--- src/twd_pkg.sv ---
package twd_pkg;
  // Register file addresses
  localparam logic [7:0] ADDR_CNT_HI  = 8'hf8;
  localparam logic [7:0] ADDR_CNT_LO  = 8'hf9;
  localparam logic [7:0] ADDR_PRESC   = 8'hfa;
  localparam logic [7:0] ADDR_CTRL    = 8'hfb;
  localparam logic [7:0] ADDR_WAIT    = 8'hfc;
  localparam logic [7:0] ADDR_IRQ_SEL = 8'hfd;
  // Reset values
  localparam logic [7:0] RST_CNT      = 8'hff;
  localparam logic [7:0] RST_PRESC    = 8'hff;
  localparam logic [7:0] RST_CTRL     = 8'h12;
  localparam logic [7:0] RST_WAIT     = 8'h7f;
  localparam logic [7:0] RST_IRQ_SEL  = 8'h06;
  // Control field positions
  localparam int CTRL_RUN    = 7;
  localparam int CTRL_SINGLE = 6;
  localparam int CTRL_MD_HI  = 5;
  localparam int CTRL_MD_LO  = 4;
  localparam int CTRL_IN_ON  = 3;
  localparam int CTRL_OSTYLE = 2;
  localparam int CTRL_PWM    = 1;
  localparam int CTRL_OUT_ON = 0;
  localparam int WAIT_WDG_N  = 6;
  localparam int SEL_TOP_SRC = 2;
  localparam int SEL_A0_SRC  = 1;
  localparam int CLKFLAG_WDG = 6;
  // Internal clock divided by four
  localparam logic [1:0] QDIV_LAST = 2'h3;
  // Watchdog service keys
  localparam logic [7:0] KEY_A = 8'haa;
  localparam logic [7:0] KEY_B = 8'h55;
  typedef enum logic [1:0] {
    MODE_EVENT = 2'b00,
    MODE_GATED = 2'b01,
    MODE_TRIG  = 2'b10,
    MODE_RETRG = 2'b11
  } twd_mode_t;
endpackage : twd_pkg

--- src/twd_prescaler.sv ---
`timescale 1ns/1ps
module twd_prescaler #(
  parameter int W = 8
) (
  input  wire logic         clk_i,
  input  wire logic         rst_i,
  input  wire logic         tick_i,
  input  wire logic         clear_i,
  input  wire logic [W-1:0] div_i,
  output logic              tick_o
);
  import twd_pkg::*;
  if (W < 1) begin : g_bad_width
    $error("prescaler width must be positive");
  end
  logic [W-1:0] cnt_ff;
  wire          wrap = (cnt_ff >= div_i);
  // Divide by value plus one; value change acts at once
  always_ff @(posedge clk_i or posedge rst_i) begin
    if (rst_i) begin
      cnt_ff <= '0;
    end else if (clear_i) begin
      cnt_ff <= '0;
    end else if (tick_i) begin
      cnt_ff <= wrap ? '0 : cnt_ff + 1'b1;
    end
  end
  assign tick_o = tick_i && wrap;
endmodule : twd_prescaler

--- src/twd_core.sv ---
`timescale 1ns/1ps
// Overview of operation
// - Every end of count outside watchdog mode raises an interrupt request when the source is enabled.
// - Top-level select bit 2: 0 picks end of count when bit 1 is one, 1 picks NMI pin.
// - Channel A0 select bit 1: 0 picks end of count, 1 picks external pin.
// - Watchdog mode: expiry resets, selected channels become software trap only.
// - With both selects zero only channel A0 is raised.
// - Writing a pending bit to one makes a software trap.
// - Watchdog reset sets bit 6 of the clock flag register.
// - Counter split in high byte 15:8 and low byte 7:0, accessible running.
// - Counter bytes and prescaler reset to all ones.
// - Prescaler divides by value plus one.
// - Control register resets to 12h.
// - Bit 7 run, bit 6 single mode.
// - Bits 5:4 select event, gated, triggerable, retriggerable input.
// - Bit 3 enables the input section.
// - Bit 2 chooses toggle or level transfer at end of count.
// - Bit 1 level for PWM output, set by reset.
// - Bit 0 enables the timer output.
// - Wait bit 6 active-low watchdog enable, clear-only, set by reset.
// - Software enable ignored when hardware watchdog strap selected.
// - End of count is the down-counter reaching zero.
// - End of count in watchdog mode gives a system reset.
module twd_core (
  input  wire logic       clk_i,
  input  wire logic       rst_i,
  input  wire logic       ext_rst_i,
  input  wire logic       hw_sw_watchdog_strap_i,
  input  wire logic [7:0] addr_i,
  input  wire logic [7:0] wdata_i,
  input  wire logic       wr_i,
  input  wire logic       rd_i,
  input  wire logic       ext_irq_channel_a0_i,
  input  wire logic       nmi_i,
  input  wire logic       timer_in_i,
  input  wire logic       a0_ack_i,
  input  wire logic       tl_ack_i,
  input  wire logic       a0_pend_wr_i,
  input  wire logic       a0_pend_val_i,
  input  wire logic       tl_pend_wr_i,
  input  wire logic       tl_pend_val_i,
  input  wire logic       clkflag_clr_i,
  output logic [7:0]      rdata_o,
  output logic            a0_pend_o,
  output logic            tl_pend_o,
  output logic            sys_reset_o,
  output logic            watchdog_reset_flag_o,
  output logic            timer_output_pin_o
);
  import twd_pkg::*;

  // ----------------------------------------
  // Registers
  // ----------------------------------------
  logic [7:0]  hi_ff, lo_ff, presc_ff, ctrl_ff, irq_sel_ff;
  logic        wdg_n_ff, hw_wdg_ff, strap_seen_ff;
  logic [15:0] cnt_ff;
  logic [1:0]  qdiv_ff;
  logic        in_d_ff, armed_ff, key_ff, reload_pend_ff;
  logic [7:0]  rdata_ff;
  logic        a0_ff, tl_ff, sysrst_ff, wflag_ff, out_ff;

  // ----------------------------------------
  // Decode
  // ----------------------------------------
  wire wr_hi    = wr_i && (addr_i == ADDR_CNT_HI);
  wire wr_lo    = wr_i && (addr_i == ADDR_CNT_LO);
  wire wr_presc = wr_i && (addr_i == ADDR_PRESC);
  wire wr_ctrl  = wr_i && (addr_i == ADDR_CTRL);
  wire wr_wait  = wr_i && (addr_i == ADDR_WAIT);
  wire wr_irq_sel = wr_i && (addr_i == ADDR_IRQ_SEL);

  // Watchdog mode: software clear unless strap forces hardware mode
  wire wdg_mode  = hw_wdg_ff || !wdg_n_ff;
  wire top_src_sel = irq_sel_ff[SEL_TOP_SRC];
  wire a0_src_sel  = irq_sel_ff[SEL_A0_SRC];
  twd_mode_t mode;
  assign mode    = twd_mode_t'(ctrl_ff[CTRL_MD_HI:CTRL_MD_LO]);
  wire run       = ctrl_ff[CTRL_RUN] || wdg_mode;
  wire in_on     = ctrl_ff[CTRL_IN_ON] && !wdg_mode;
  wire in_fall   = in_d_ff && !timer_in_i;
  wire qtick     = (qdiv_ff == QDIV_LAST);

  // Clock source and gating per input mode
  wire gate_ok   = !in_on || (mode == MODE_EVENT) || (mode == MODE_RETRG)
                   || ((mode == MODE_GATED) && timer_in_i)
                   || ((mode == MODE_TRIG) && armed_ff);
  wire src_tick  = (in_on && mode == MODE_EVENT) ? in_fall : qtick;
  wire pre_tick;
  wire retrig    = in_on && (mode == MODE_RETRG) && in_fall && run;

  twd_prescaler #(.W(8)) u_presc (
    .clk_i   (clk_i),
    .rst_i   (rst_i),
    .tick_i  (src_tick && run && gate_ok),
    .clear_i (1'b0),
    .div_i   (presc_ff),
    .tick_o  (pre_tick)
  );

  wire const_sel = !hw_wdg_ff;
  wire [15:0] reload_val = const_sel ? {hi_ff, lo_ff} : {RST_CNT, RST_CNT};
  wire eoc       = pre_tick && (cnt_ff == '0);
  wire service   = wdg_mode && wr_lo && key_ff && (wdata_i == KEY_B);
  wire wdg_fire  = eoc && wdg_mode;
  wire timer_ev  = eoc && !wdg_mode;

  // Routing: watchdog mode leaves only software traps on EOC channels
  wire a0_set    = a0_src_sel ? ext_irq_channel_a0_i : timer_ev;
  wire tl_src    = top_src_sel ? nmi_i : (timer_ev && a0_src_sel);
  wire single_stop = timer_ev && ctrl_ff[CTRL_SINGLE];

  wire [7:0] rd_mux =
    (addr_i == ADDR_CNT_HI) ? cnt_ff[15:8] :
    (addr_i == ADDR_CNT_LO) ? cnt_ff[7:0] :
    (addr_i == ADDR_PRESC)  ? presc_ff :
    (addr_i == ADDR_CTRL)   ? ctrl_ff :
    (addr_i == ADDR_WAIT)   ? {1'b0, wdg_n_ff, 6'h3f} :
    (addr_i == ADDR_IRQ_SEL) ? irq_sel_ff : 8'h00;

  wire [7:0] nxt_ctrl = wr_ctrl ? wdata_i
                      : (single_stop ? (ctrl_ff & ~(8'h01 << CTRL_RUN)) : ctrl_ff);
  wire nxt_out = !ctrl_ff[CTRL_OUT_ON] ? 1'b1 :
                 !eoc ? out_ff :
                 ctrl_ff[CTRL_OSTYLE] ? ctrl_ff[CTRL_PWM] : !out_ff;

  // ----------------------------------------
  // Register file
  // ----------------------------------------
  always_ff @(posedge clk_i or posedge rst_i) begin
    if (rst_i) begin
      hi_ff    <= RST_CNT;
      lo_ff    <= RST_CNT;
      presc_ff <= RST_PRESC;
      ctrl_ff  <= RST_CTRL;
      irq_sel_ff <= RST_IRQ_SEL;
      wdg_n_ff <= RST_WAIT[WAIT_WDG_N];
    end else begin
      if (wr_hi && !wdg_mode) hi_ff <= wdata_i;
      if (wr_lo && !wdg_mode) lo_ff <= wdata_i;
      if (wr_presc) presc_ff <= wdata_i;
      ctrl_ff <= nxt_ctrl;
      if (wr_irq_sel) irq_sel_ff <= wdata_i;
      if (wr_wait && !wdata_i[WAIT_WDG_N]) wdg_n_ff <= 1'b0;
    end
  end

  // Strap captured after reset release
  always_ff @(posedge clk_i or posedge rst_i) begin
    if (rst_i) begin
      hw_wdg_ff     <= 1'b0;
      strap_seen_ff <= 1'b0;
    end else if (!strap_seen_ff) begin
      hw_wdg_ff     <= !hw_sw_watchdog_strap_i;
      strap_seen_ff <= 1'b1;
    end
  end

  // ----------------------------------------
  // Counter
  // ----------------------------------------
  always_ff @(posedge clk_i or posedge rst_i) begin
    if (rst_i) begin
      cnt_ff         <= {RST_CNT, RST_CNT};
      qdiv_ff        <= '0;
      in_d_ff        <= 1'b1;
      armed_ff       <= 1'b0;
      key_ff         <= 1'b0;
      reload_pend_ff <= 1'b0;
    end else begin
      qdiv_ff <= qdiv_ff + 2'h1;
      in_d_ff <= timer_in_i;
      if (!ctrl_ff[CTRL_RUN]) armed_ff <= 1'b0;
      else if (in_fall) armed_ff <= 1'b1;
      if (wr_lo) key_ff <= (wdata_i == KEY_A);
      if ((wr_hi || wr_lo) && !wdg_mode && !run) reload_pend_ff <= 1'b1;
      if (service || retrig || eoc || (reload_pend_ff && run)) begin
        cnt_ff         <= reload_val;
        reload_pend_ff <= 1'b0;
      end else if (pre_tick) begin
        cnt_ff <= cnt_ff - 16'h0001;
      end
    end
  end

  // ----------------------------------------
  // Interrupts, reset, output
  // ----------------------------------------
  always_ff @(posedge clk_i or posedge rst_i) begin
    if (rst_i) begin
      a0_ff     <= 1'b0;
      tl_ff     <= 1'b0;
      sysrst_ff <= 1'b0;
      out_ff    <= 1'b1;
      rdata_ff  <= 8'h00;
    end else begin
      // Set wins over clear
      if (a0_set) a0_ff <= 1'b1;
      else if (a0_pend_wr_i) a0_ff <= a0_pend_val_i;
      else if (a0_ack_i) a0_ff <= 1'b0;
      if (tl_src) tl_ff <= 1'b1;
      else if (tl_pend_wr_i) tl_ff <= tl_pend_val_i;
      else if (tl_ack_i) tl_ff <= 1'b0;
      sysrst_ff <= wdg_fire || ext_rst_i;
      out_ff    <= nxt_out;
      if (rd_i) rdata_ff <= rd_mux;
    end
  end

  // Flag survives the system reset it causes
  always_ff @(posedge clk_i or posedge rst_i) begin
    if (rst_i) begin
      wflag_ff <= 1'b0;
    end else if (wdg_fire) begin
      wflag_ff <= 1'b1;
    end else if (clkflag_clr_i) begin
      wflag_ff <= 1'b0;
    end
  end

  assign rdata_o               = rdata_ff;
  assign a0_pend_o             = a0_ff;
  assign tl_pend_o             = tl_ff;
  assign sys_reset_o           = sysrst_ff;
  assign watchdog_reset_flag_o = wflag_ff;
  assign timer_output_pin_o    = out_ff;
endmodule : twd_core

--- config.mk ---
export PLATFORM = sky130hd
export DESIGN_NAME = twd_core
export DESIGN_NICKNAME = d
export VERILOG_FILES = /design/src/twd_pkg.sv /design/src/twd_prescaler.sv /design/src/twd_core.sv
export SDC_FILE = /design/constraint.sdc
export NUM_CORES = 1
export LEC_CHECK = 0
export BUFFER_PORTS_ARGS = -buffer_cell sky130_fd_sc_hd__buf_2
export CAP_MARGIN = 20
export CORE_MARGIN = 1.5
export CORE_UTILIZATION = 30
export DETAILED_ROUTE_END_ITERATION = 8
export SKIP_CTS_REPAIR_TIMING = 1
export SLEW_MARGIN = 20
export SYNTH_ARGS = -nofsm -noshare
export SYNTH_HDL_FRONTEND = slang
export SYNTH_SLANG_ARGS = --single-unit
--- constraint.sdc ---
create_clock -name clk_i -period 3 [get_ports clk_i]
set_clock_uncertainty 0.2 [all_clocks]
set_input_delay 0.3 -clock clk_i [delete_from_list [all_inputs] [get_ports clk_i]]
set_output_delay 0.3 -clock clk_i [all_outputs]
set_load 0.02 [all_outputs]
### Word level (Yosys, flattened, before mapping)

Cells that the tools add are included.

* add/subtract/negate cells: 3
* magnitude comparators: 1
* equal/unequal tests: 14
* mux-type cells: 30
* reductions and logical operators: 58

Operators with widths (count)
* $mux 8: 9
* $eq 8x8->1 const B: 7
* $mux 16: 3
* $logic_and 1x1->1: 31
* $mux 1: 18
* $logic_not 16->1: 1
* $sub 16x1->16 const B: 1
* $logic_or 1x1->1: 11
* $add 8x1->8 const B: 1
* $eq 8x7->1 const B: 1
* $ge 8x8->1: 1
* $logic_not 1->1: 8
* $reduce_bool 2->1: 4
* $eq 2x2->1 const B: 3
* $reduce_bool 3->1: 2
* $ne 2x1->1 const B: 2
* $add 2x1->2 const B: 1
* $eq 2x1->1 const B: 1
* $logic_not 2->1: 1

* register bits after elaboration: 86
* bits of input ports: 32
* output and inout port bits: 13
* logic and storage cells: 128

### Depth between registers and ports, before layout

Gate-level depths: netlist (run 1).

* word-level depth: 16
* gate-level depth with buffers: 10
* mapped depth without buffers: 8

### Modules after synthesis

Synthesis (run 1) repeated with hierarchy kept, for this count alone.

* cell total of the unflattened synthesis: 428
* area total of the unflattened synthesis: 4620.7 µm²

By module, submodules not included
* twd_core: instances 1, cells an instance 361, area each 3982.6 µm², seq. area each 2010.7 µm²
* twd_prescaler: instances 1, cells an instance 67, area each 638.1 µm², seq. area each 200.2 µm²

### Least setup slack after synthesis (run 1)

Ideal clock, no wire load.

* kind: register -> register
* from: register presc_ff[5]
* to: register cnt_ff[6]
* setup time: 0.103 ns
* arrival: 2.260 ns
* data required time: 2.697 ns
* path slack: 0.437 ns
* cell stages (with the launch flop): 9
* buffers on the path: 0
* clock period less this slack: 2.563 ns
* cell sequence: dfstp_2 inv_1 ha_1 nand2_1 or3_1 o221ai_2 nand2_1 o311ai_0 o221ai_1

* longest elaborated chain between the ends: 6
* elaborated cells on any way between the ends: 7
* classes of those cells: 1 x order compare; 1 x mux; 5 x reduce/logical

RTL lines
* start: declaration: RTL line twd_core.sv:55 `logic [7:0] hi_ff, lo_ff, presc_ff, ctrl_ff, irq_sel_ff;`
* start signal: assignment: RTL line twd_core.sv:141 `if (wr_presc) presc_ff <= wdata_i;`
* $ge 8x8->1 (*): RTL line twd_prescaler.sv:17 `wire wrap = (cnt_ff >= div_i);`
* $logic_and 1x1->1 (*): RTL line twd_prescaler.sv:28 `assign tick_o = tick_i && wrap;`
* $logic_and 1x1->1: RTL line twd_core.sv:103 `wire eoc = pre_tick && (cnt_ff == '0);`
* $logic_or 1x1->1 (2 in series): RTL line twd_core.sv:177 `if (service || retrig || eoc || (reload_pend_ff && run)) begin`
* $mux 16 or $reduce_bool 2->1 (tied branches)
* end signal: assignment: RTL line twd_core.sv:164 `cnt_ff <= {RST_CNT, RST_CNT};`
* end signal: assignment: RTL line twd_core.sv:178 `cnt_ff <= reload_val;`
* end signal: assignment: RTL line twd_core.sv:181 `cnt_ff <= cnt_ff - 16'h0001;`
* end: declaration: RTL line twd_core.sv:57 `logic [15:0] cnt_ff;`

Mark *: on every way between the ends. The rest lies on a longest branch, timed or not.
A chain may end at the register's enable or synchronous reset.

### Worst setup path after layout (run 1)

* from: register presc_ff[2]
* to: register cnt_ff[0]

The elaborated chain is that of the path after synthesis.

==> results of run 1 <==
-- path summary, 6_finish.rpt --
check | endpoint | slack [ns]
max reg2reg | cnt_ff[0]$_DFFE_PP1P_ | 0.17
min in group asynchronous | u_presc.cnt_ff[7]$_DFFE_PP0N_ | 0.39
max | cnt_ff[0]$_DFFE_PP1P_ | 0.17
min reg2reg | qdiv_ff[0]$_DFF_PP0_ | 0.23
min | a0_pend_o$_DFFE_PP0P_ | 0.0005
max in group asynchronous | hi_ff[0]$_DFFE_PP1P_ | 1.45
-- cells by family (layout without fill, tap and decap cells) --
kind of cell | after synthesis | in the layout | share of synthesized area [%]
AO/OA/AOI/OAI | 110 | 110 | 15.3
adder cells (fa/ha/maj) | 11 | 11 | 2.95
buffers and inverters | 38 | 101 | 3.44
flip-flops | 86 | 86 | 47.5
multiplexers | 53 | 53 | 12.7
other | 1 | 1 | 0.0805
AND/OR/NAND/NOR | 157 | 157 | 18.1
-- per-stage QoR --
stage	std cells	power [W]
2_1_floorplan	456	0.00171
6_report	707	0.00306
3_5_place_dp	685	0.00191
5_1_grt	707	0.00320
4_1_cts	701	0.00307
3_3_place_gp	685	0.00190
-- layer usage --
layer / track usage, % / share of wire (%) / wire, um / vias to the layer above
met1: 23.2 / 46 / 5980 / 1958
met3: 1.38 / 4.3 / 560 / 14
met2: 27.1 / 48 / 6210 / 128
met5: 0 / 0 / 0 / -
li1: - / - / - / 1807
met4: 6.01 / 1.5 / 193 / 0
-- state kept, by name (all words and copies together) (netlist names), 2 cells and up --
signal / count
cnt_ff: 16
ctrl_ff: 8
hi_ff: 8
irq_sel_ff: 8
lo_ff: 8
presc_ff: 8
qdiv_ff: 2
rdata_o: 8
u_presc.cnt_ff: 8
-- cells in the mapped netlist (all sizes together), types with 2 or more instances --
master	instances	area share, %
o31ai	2	0.32
nor3	11	1.5
nand3	10	1.1
inv	21	1.7
clkbuf	9	0.75
a21oi	26	2.9
a221oi	2	0.38
or3	4	0.64
mux2i	15	3.2
mux2	37	8.9
dfstp	47	27
nand2b	3	0.40
nand2	39	3.1
o211ai	2	0.32
nor4bb	2	0.43
nor4b	2	0.70
ha	11	3.0
nand4	9	1.2
o221ai	4	0.89
nor4	7	1.4
buf	8	0.99
o21ai	28	3.0
a22oi	2	0.32
o22ai	11	1.5
a211oi	11	1.8
and3	5	0.67
or4	2	0.40
nor2	48	3.9
o31a	2	0.38
o311ai	3	0.56
nor2b	4	0.70
nand3b	4	0.64
or2	2	0.32
a2bb2oi	2	0.38
dfrtp	39	21
a31oi	4	0.54
-- power breakdown --
part           internal, W  switching (W)  leakage [nW]  total [W]
Sequential         0.00129       0.000135          1.00    0.00143
Combinational     0.000215       0.000274          1.17   0.000489
Clock             0.000670       0.000473         0.137    0.00114
Total              0.00218       0.000882          2.31    0.00306
-- layout make-up --
class	count	area, sq um	area share (%)
multi-input cells	332	2300	41.6
flip-flops and latches	86	2210	40.0
repair buffers	64	398	7.19
clock buffers	10	239	4.32
well taps	188	235	4.25
inverters	21	80.1	1.45
clock inverters	6	68.8	1.24
-- critical path, stage by stage (launching register included) --
cell and delay [ns]:
dfstp_2 0.55, inv_1 0.06, ha_1 0.31, a211o_1 0.30, a31oi_1 0.26, o221ai_4 0.20
and2_0 0.32, buf_4 0.21, a21oi_1 0.22, o22ai_1 0.13
==> metrics.cfg, run 1 <==
[sta]
relSlewSlack_pct = 50.2
hold_viol = 0
fin_hold_ws_ns = 0.000484
slew_viol_final = 0
post-route-period-util_pct = 94.4
grt_setup_unrepaired = false
fmaxAchievable_ghz = 0.353
setup_viol = 0
min_period_ns = 2.83
tightestPinTransition_ns = 0.744
fin_ws_ns = 0.168
setup_tns_ns = 0

[finish]
fillers = 1543
antennaDiodeCount = 0
layout_common_cells = nor2_1 (47), dfstp_2 (47), buf_2 (44), dfrtp_1 (39), nand2_1 (38)
final_util_pct = 36.4
finalNetCount = 557
syn_to_final_growth_pct = 18.8
postLayoutCellArea_sq_mm = 0.00553
drive_gt1_share_pct = 34.3

[clock_network]
clock_latency_ns = 0.34
clk_pin_slew_ns = 0.06
max-clock-path-buffers = 2
cts_tree = yes
root_buffer = clkbuf_16
clkSinkCount = 86
cts_max_level = 3
cts_inserted_buffers = 9

[drt]
vias_per_cell = 5.53
routed_wl_um = 12900
drc_errors = 0
route.vias.total = 3907
antenna_left = 0
drtIter0Drc = 244
routedWlPerCell_um = 18.3
firstDrtPassIters = 5

[floorplanning]
fp.dieW_um = 128
die_area_sq_mm = 0.0163
initial_core_util_pct = 30.6
io_pins = 45
rows = 45
die_h_um = 128
core_area_sq_mm = 0.0152

[worst_setup_path]
worst_setup_path_end_kind = flop
critical_path.startpoint = presc_ff[2]$_DFFE_PP1P_
worst-setup-path-type = reg2reg
required_ns = 3.05
r2r_start = presc_ff[2]$_DFFE_PP1P_
reg2reg_depth = 9
path_max_fanout = 8
start_kind = flop
critPathArrivalTime_ns = 2.89

[placed_design]
place_area_sq_mm = 0.00515
hpwlAfterDp_um = 9370
io_buffer_count = 44
gp_congestion = 0.863
post-place-ws_ns = 0.136

[logic_synthesis]
syn_inst = 456
synth-warning-count = 0
avgSynthCellArea_sq_um = 10.2
netlist_area_sq_mm = 0.00466
synth-seq-cells = 86
synth_edf_count = 0
ys_types = 69
synthesis.nets = 499
synthFlopType = dfstp_2
ys_seq_area_share_pct = 47.5
synth_async_sr_flop_share_pct = 100

[outcome]
status = finished, final reports clean

[global_route]
grt_max_degree = 51
grt_pass1_wl_um = 20900
gr-total-overflow = 0
gr-usage-all-layers_pct = 16.6
antenna_found_initial = 0
grt_pass1_vias = 3848

[worst_hold_path]
worstHoldStart = a0_pend_val_i
holdPathStages = 3
min_path_type = in2reg

[job]
max_cap_violations = 0

[power_and_ir_drop]
p_leak_nw = 2.31
power_density_mw_per_mm2 = 553
ir_drop_mv = 0.315

(Power assumes the default switching activity.)
==> run 2, diff against run 1 <==
Settings changed: CTS_BUF_LIST set to sky130_fd_sc_hd__clkbuf_8, CTS_CLUSTER_SIZE set to 12.
==> metrics.cfg, run 2 (synthesized netlist as in run 1, its figures left out) <==
[outcome]
status = finished, final reports clean

[clock_network]
cts_inserted_buffers = 9  ; unchanged
clock_latency_ns = 0.38  ; +0.04 ns
cts_max_level = 3  ; unchanged
root_buffer = clkbuf_8
clk_pin_slew_ns = 0.08  ; +0.02 ns
max-clock-path-buffers = 2  ; unchanged
clkSinkCount = 86  ; unchanged
cts_tree = yes

[drt]
vias_per_cell = 5.51  ; -0.35%
antenna_left = 0  ; unchanged
drc_errors = 0  ; unchanged
routedWlPerCell_um = 18.3  ; -0.30%
routed_wl_um = 13000  ; +0.12%
route.vias.total = 3910  ; +0.077%
firstDrtPassIters = 6  ; +1
drtIter0Drc = 297  ; +22%

[finish]
layout_common_cells = nor2_1 (47), dfstp_2 (47), buf_2 (44), dfrtp_1 (39), nand2_1 (38)
finalNetCount = 560  ; +0.54%
final_util_pct = 35.9  ; -0.47 points
ff_latch_area_sq_mm = 0.00221  ; unchanged
largest_reg_flops = 16  ; unchanged
drive_gt1_share_pct = 34.1  ; -0.20 points
postLayoutCellArea_sq_mm = 0.00546  ; -1.3%
antennaDiodeCount = 0  ; unchanged
fillers = 1544  ; +0.065%
syn_to_final_growth_pct = 17.2
multi_input_area_sq_mm = 0.00230  ; unchanged
top_register = cnt_ff

[worst_setup_path]
worst_setup_path_end_kind = flop
reg2reg_depth = 9  ; unchanged
worstPathCellList = inv_1, ha_1, a211o_1, a31oi_1, o221ai_4, and2_0, buf_4, a21oi_1, o22ai_1
worst-setup-path-type = reg2reg
slowest_stage = dfstp_2
critPathMaxStageDelay_ns = 0.55  ; about the same
required_ns = 3.09  ; +0.04 ns
path_max_fanout = 8  ; unchanged
critPathArrivalTime_ns = 2.95  ; +0.06 ns
start_kind = flop

[worst_hold_path]
min_path_type = in2reg
holdPathStages = 3  ; unchanged

[global_route]
gr-total-overflow = 0  ; unchanged
gr-usage-all-layers_pct = 16.7  ; +0.091 points
grt_pass1_wl_um = 20800  ; -0.46%
grt_max_degree = 51  ; unchanged
grt_pass1_vias = 3833  ; -0.39%
antenna_found_initial = 0  ; unchanged

[placed_design]
hpwlAfterDp_um = 9370  ; unchanged
io_buffer_count = 44  ; unchanged
place_area_sq_mm = 0.00515  ; unchanged
gp_congestion = 0.863  ; unchanged

[sta]
setup_viol = 0  ; unchanged
tightestPinTransition_ns = 0.733  ; -0.0111 ns
fin_hold_ws_ns = 0.0238  ; +0.0233 ns
hold_viol = 0  ; unchanged
min_period_ns = 2.86  ; +0.0289 ns
setup_tns_ns = 0  ; unchanged
fmaxAchievable_ghz = 0.350  ; -1.0%
relSlewSlack_pct = 50.9  ; +0.74 points
post-route-period-util_pct = 95.4  ; +0.96 points
grt_setup_unrepaired = false
slew_viol_final = 0  ; unchanged

[power_and_ir_drop]
power_density_mw_per_mm2 = 507  ; -8.3%
ir_drop_mv = 0.220  ; -30%
p_leak_nw = 2.27  ; -1.5%

[floorplanning]
io_pins = 45  ; unchanged
core_area_sq_mm = 0.0152  ; unchanged
rows = 45  ; unchanged
die_area_sq_mm = 0.0163  ; unchanged
fp.dieW_um = 128  ; unchanged
die_h_um = 128  ; unchanged
initial_core_util_pct = 30.6  ; unchanged

[job]
max_cap_violations = 0  ; unchanged

run 2: where the power goes:
group	internal [W]	switching, W	leakage, nW
Sequential	0.00129	0.000132	1.00
Clock	0.000410	0.000442	0.0912
Combinational	0.000218	0.000276	1.18
run 2: stage by stage:
stage | setup WS (ns) | cells | power (W)
final | 0.139 | 710 | 0.00277
after global routing | 0.0357 | 710 | 0.00291
after CTS | 0.0719 | 701 | 0.00277
after detailed placement | 0.136 | 685 | 0.00191
after global placement | 0.269 | 685 | 0.00190
after floorplan | 0.356 | 456 | 0.00171
run 2: final cells by class:
cell class | count | area share [%]
Multi-Input combinational cell | 332 | 42.1
Clock buffer | 10 | 2.52
Tap cell | 188 | 4.31
Sequential cell | 86 | 40.5
Timing Repair Buffer | 67 | 7.84
Clock inverter | 6 | 1.26
Inverter | 21 | 1.47
run 2: per-layer routing:
metal	vias up	share of wire [%]	GRT usage [%]	routed length (um)
li1	1809	-	-	-
met1	1944	47	22.9	6030
met2	135	47	27.0	6120
met3	22	4.3	1.76	556
met4	0	2.0	6.81	257
met5	-	0	0	0
run 2: worst paths after layout:
path,to,slack [ns],startpoint
worst max register to register,cnt_ff[0]$_DFFE_PP1P_,0.14,presc_ff[2]$_DFFE_PP1P_
worst min register to register,qdiv_ff[0]$_DFF_PP0_,0.23,qdiv_ff[0]$_DFF_PP0_
worst min-delay path,irq_sel_ff[1]$_DFFE_PP1P_,0.02,wdata_i[1]
max in group asynchronous,hi_ff[3]$_DFFE_PP1P_,1.49,rst_i
min in group asynchronous,u_presc.cnt_ff[7]$_DFFE_PP0N_,0.34,rst_i
worst max-delay path,cnt_ff[0]$_DFFE_PP1P_,0.14,presc_ff[2]$_DFFE_PP1P_
run 2: worst max-delay path: cells and delay by family, from the launching register on:
family                     cells  cell delay (ns)
and+or+nand+nor                1             0.32
buffers and inverters          2             0.27
adders and majority gates      1             0.31
DFF                            1             0.55
AOI/OAI and AO/OA              5             1.12
==> run 3, diff against run 2 <==
Settings changed: HOLD_SLACK_MARGIN set to 0.05, SYNTH_HIERARCHICAL set to 1.
==> metrics.cfg, run 3 <==
[drt]
route.vias.total = 3613  ; -7.6%
routedWlPerCell_um = 16.8  ; -8.0%
vias_per_cell = 4.97  ; -9.8%
drtIter0Drc = 225  ; -24%
firstDrtPassIters = 4  ; -2
antenna_left = 0  ; unchanged
routed_wl_um = 12200  ; -5.7%
drc_errors = 0  ; unchanged

[finish]
finalNetCount = 578  ; +3.2%
antennaDiodeCount = 0  ; unchanged
postLayoutCellArea_sq_mm = 0.00582  ; +6.6%
fillers = 1475  ; -4.5%
top_register = cnt_ff
syn_to_final_growth_pct = 26.0
layout_common_cells = dfstp_2 (47), buf_4 (47), buf_2 (44), nor2_1 (41), mux2_2 (41)
drive_gt1_share_pct = 41.4  ; +7.3 points
largest_reg_flops = 16  ; unchanged

[clock_network]
cts_max_level = 3  ; unchanged
cts_inserted_buffers = 9  ; unchanged
clkSinkCount = 86  ; unchanged
clk_pin_slew_ns = 0.08  ; about the same
clock_latency_ns = 0.37  ; about the same
cts_tree = yes
root_buffer = clkbuf_8
max-clock-path-buffers = 2  ; unchanged

[logic_synthesis]
avgSynthCellArea_sq_um = 10.8  ; +5.7%
synth_compound_area_share_pct = 10.3  ; -5.0 points
synth.top_cells.by_count = dfstp_2 (47), nor2_1 (42), mux2_2 (41)
synth_adder_area_share_pct = 3.25  ; +0.29 points
netlist_area_sq_mm = 0.00462  ; -0.81%
synth-seq-cells = 86  ; unchanged
synth_xor_area_share_pct = 3.60  ; +3.6 points
synth_top_area_share_pct = 26.7  ; +0.22 points
synthMuxAreaShare_pct = 16.1  ; +3.4 points
ys_types = 58  ; -16%
synth_async_sr_flop_share_pct = 100  ; unchanged
synth_top_family_by_area = multiplexers
synth.most_common_cell = dfstp_2
synth_edf_count = 0  ; unchanged
ys_seq_area_share_pct = 47.8  ; +0.39 points
synthFlopType = dfstp_2
synth_top_area_cell = dfstp_2
syn_inst = 428  ; -6.1%
synth-simple-area-share_pct = 14.8  ; -3.3 points
synthTopCellsByArea = dfstp_2 (27%), dfrtp_1 (21%), mux2_2 (10%), mux2i_1 (6.1%), nor2_1 (3.4%)
synth-warning-count = 6  ; +6

[worst_setup_path]
start_kind = flop
critPathArrivalTime_ns = 3.39  ; +0.44 ns
worstReg2RegEnd = cnt_ff[11]$_DFFE_PP1P_
worst_setup_path_end_kind = flop
reg2reg_depth = 12  ; +3
r2r_start = presc_ff[2]$_DFFE_PP1P_
worst-setup-path-type = reg2reg
required_ns = 3.09  ; about the same
path_max_fanout = 8  ; unchanged
r2r_slack_ns = -0.30  ; -0.44 ns

[worst_hold_path]
min_to = reload_pend_ff$_DFFE_PP0P_
worstHoldStart = wr_i
min_path_type = in2reg
holdPathStages = 3  ; unchanged

[sta]
tightestPinTransition_ns = 0.742  ; +0.00845 ns
setup_viol = 21  ; +21
hold_viol = 0  ; unchanged
grt_setup_unrepaired = true
min_period_ns = 3.30  ; +0.439 ns
fmaxAchievable_ghz = 0.303  ; -13%
setup_tns_ns = -4.81  ; -4.81 ns
post-route-period-util_pct = 110  ; +15 points
slew_viol_final = 0  ; unchanged
fin_hold_ws_ns = 0.0445  ; +0.0208 ns
fin_ws_ns = -0.300  ; -0.439 ns
relSlewSlack_pct = 50.3  ; -0.60 points

[floorplanning]
rows = 45  ; unchanged
io_pins = 45  ; unchanged
initial_core_util_pct = 30.5  ; -0.13 points
fp.dieW_um = 127  ; -0.40%
core_area_sq_mm = 0.0151  ; -0.37%
die_h_um = 127  ; -0.40%
die_area_sq_mm = 0.0162  ; -0.79%

[power_and_ir_drop]
ir_drop_mv = 0.201  ; -8.4%
p_leak_nw = 2.47  ; +8.9%
power_density_mw_per_mm2 = 438  ; -14%

[placed_design]
gp_congestion = 0.869  ; +0.64%
post-place-ws_ns = -0.281  ; -0.417 ns
hpwlAfterDp_um = 8690  ; -7.3%
place_area_sq_mm = 0.00537  ; +4.2%
io_buffer_count = 44  ; unchanged

[global_route]
grt_pass1_wl_um = 19100  ; -8.2%
gr-usage-all-layers_pct = 15.4  ; -1.3 points
gr-total-overflow = 0  ; unchanged
grt_pass1_vias = 3598  ; -6.1%
grt_max_degree = 41  ; -20%
antenna_found_initial = 0  ; unchanged

[job]
max_cap_violations = 0  ; unchanged

[outcome]
violations = negative setup slack
status = complete, but fails checks

## run 3: worst max-delay path, cell delays in order, from the launching register on
cell and delay [ns]:
dfstp_2 0.55, inv_2 0.04, ha_4 0.26, a31oi_1 0.10
nor2b_1 0.22, o311ai_4 0.13, a21boi_4 0.15, or4bb_1 0.41
or4b_4 0.54, o211ai_2 0.08, a21o_4 0.17, clkbuf_16 0.18
mux2i_1 0.20
## run 3: cell families after synthesis
family,count (synthesis)
xor+xnor,19
mux,69
fa+ha+maj,12
buf+inv,41
other cells,2
flops,86
compound gates,73
simple gates,126
## run 3: how the worst max path moves through the flow
stage / startpoint / endpoint / slack (ns) / depth (start not counted)
finish: presc_ff[2]$_DFFE_PP1P_ / cnt_ff[11]$_DFFE_PP1P_ / -0.30 / 12
global route: presc_ff[2]$_DFFE_PP1P_ / cnt_ff[11]$_DFFE_PP1P_ / -0.42 / 12
CTS: in_d_ff$_DFF_PP1_ / ctrl_ff[7]$_DFFE_PP0P_ / -0.30 / 10
detailed placement: in_d_ff$_DFF_PP1_ / ctrl_ff[7]$_DFFE_PP0P_ / -0.28 / 10
global placement: in_d_ff$_DFF_PP1_ / ctrl_ff[7]$_DFFE_PP0P_ / -0.24 / 10
floorplan: presc_ff[1]$_DFFE_PP1P_ / cnt_ff[0]$_DFFE_PP1P_ / -0.44 / 14
## run 3: cell type report
cell class                 count  area (sq um)  area share [%]
clock inverter                 5          48.8           0.838
clock buffer                  11           151            2.60
tap                          188           235            4.04
sequential                    86          2210            38.0
multi-input combinational    307          2340            40.1
inverter                      26          97.6            1.68
timing repair buffer         104           743            12.8
## run 3: through the flow
stage | power [W] | util (%) | std cells
after global placement | 0.00170 | 35.4 | 694
after detailed placement | 0.00171 | 35.4 | 694
after global routing | 0.00269 | 38.5 | 727
final | 0.00255 | 38.5 | 727
after CTS | 0.00256 | 36.8 | 710
after floorplan | 0.00156 | - | 434
## run 3: layer usage
metal / part of all wire [%] / global-route usage (%) / up-vias
met4: 2.7 / 6.28 / 0
met5: 0 / 0 / -
met2: 47 / 24.5 / 104
li1: - / - / 1725
met3: 4.5 / 2.51 / 25
met1: 46 / 20.8 / 1759
## run 3: report_power, final
group / total, W / switching, W / internal [W] / leakage [nW]
Sequential: 0.00135 / 0.0000866 / 0.00126 / 1.00
Combinational: 0.000373 / 0.000205 / 0.000168 / 1.36
Clock: 0.000834 / 0.000411 / 0.000423 / 0.110
Total: 0.00255 / 0.000703 / 0.00185 / 2.47
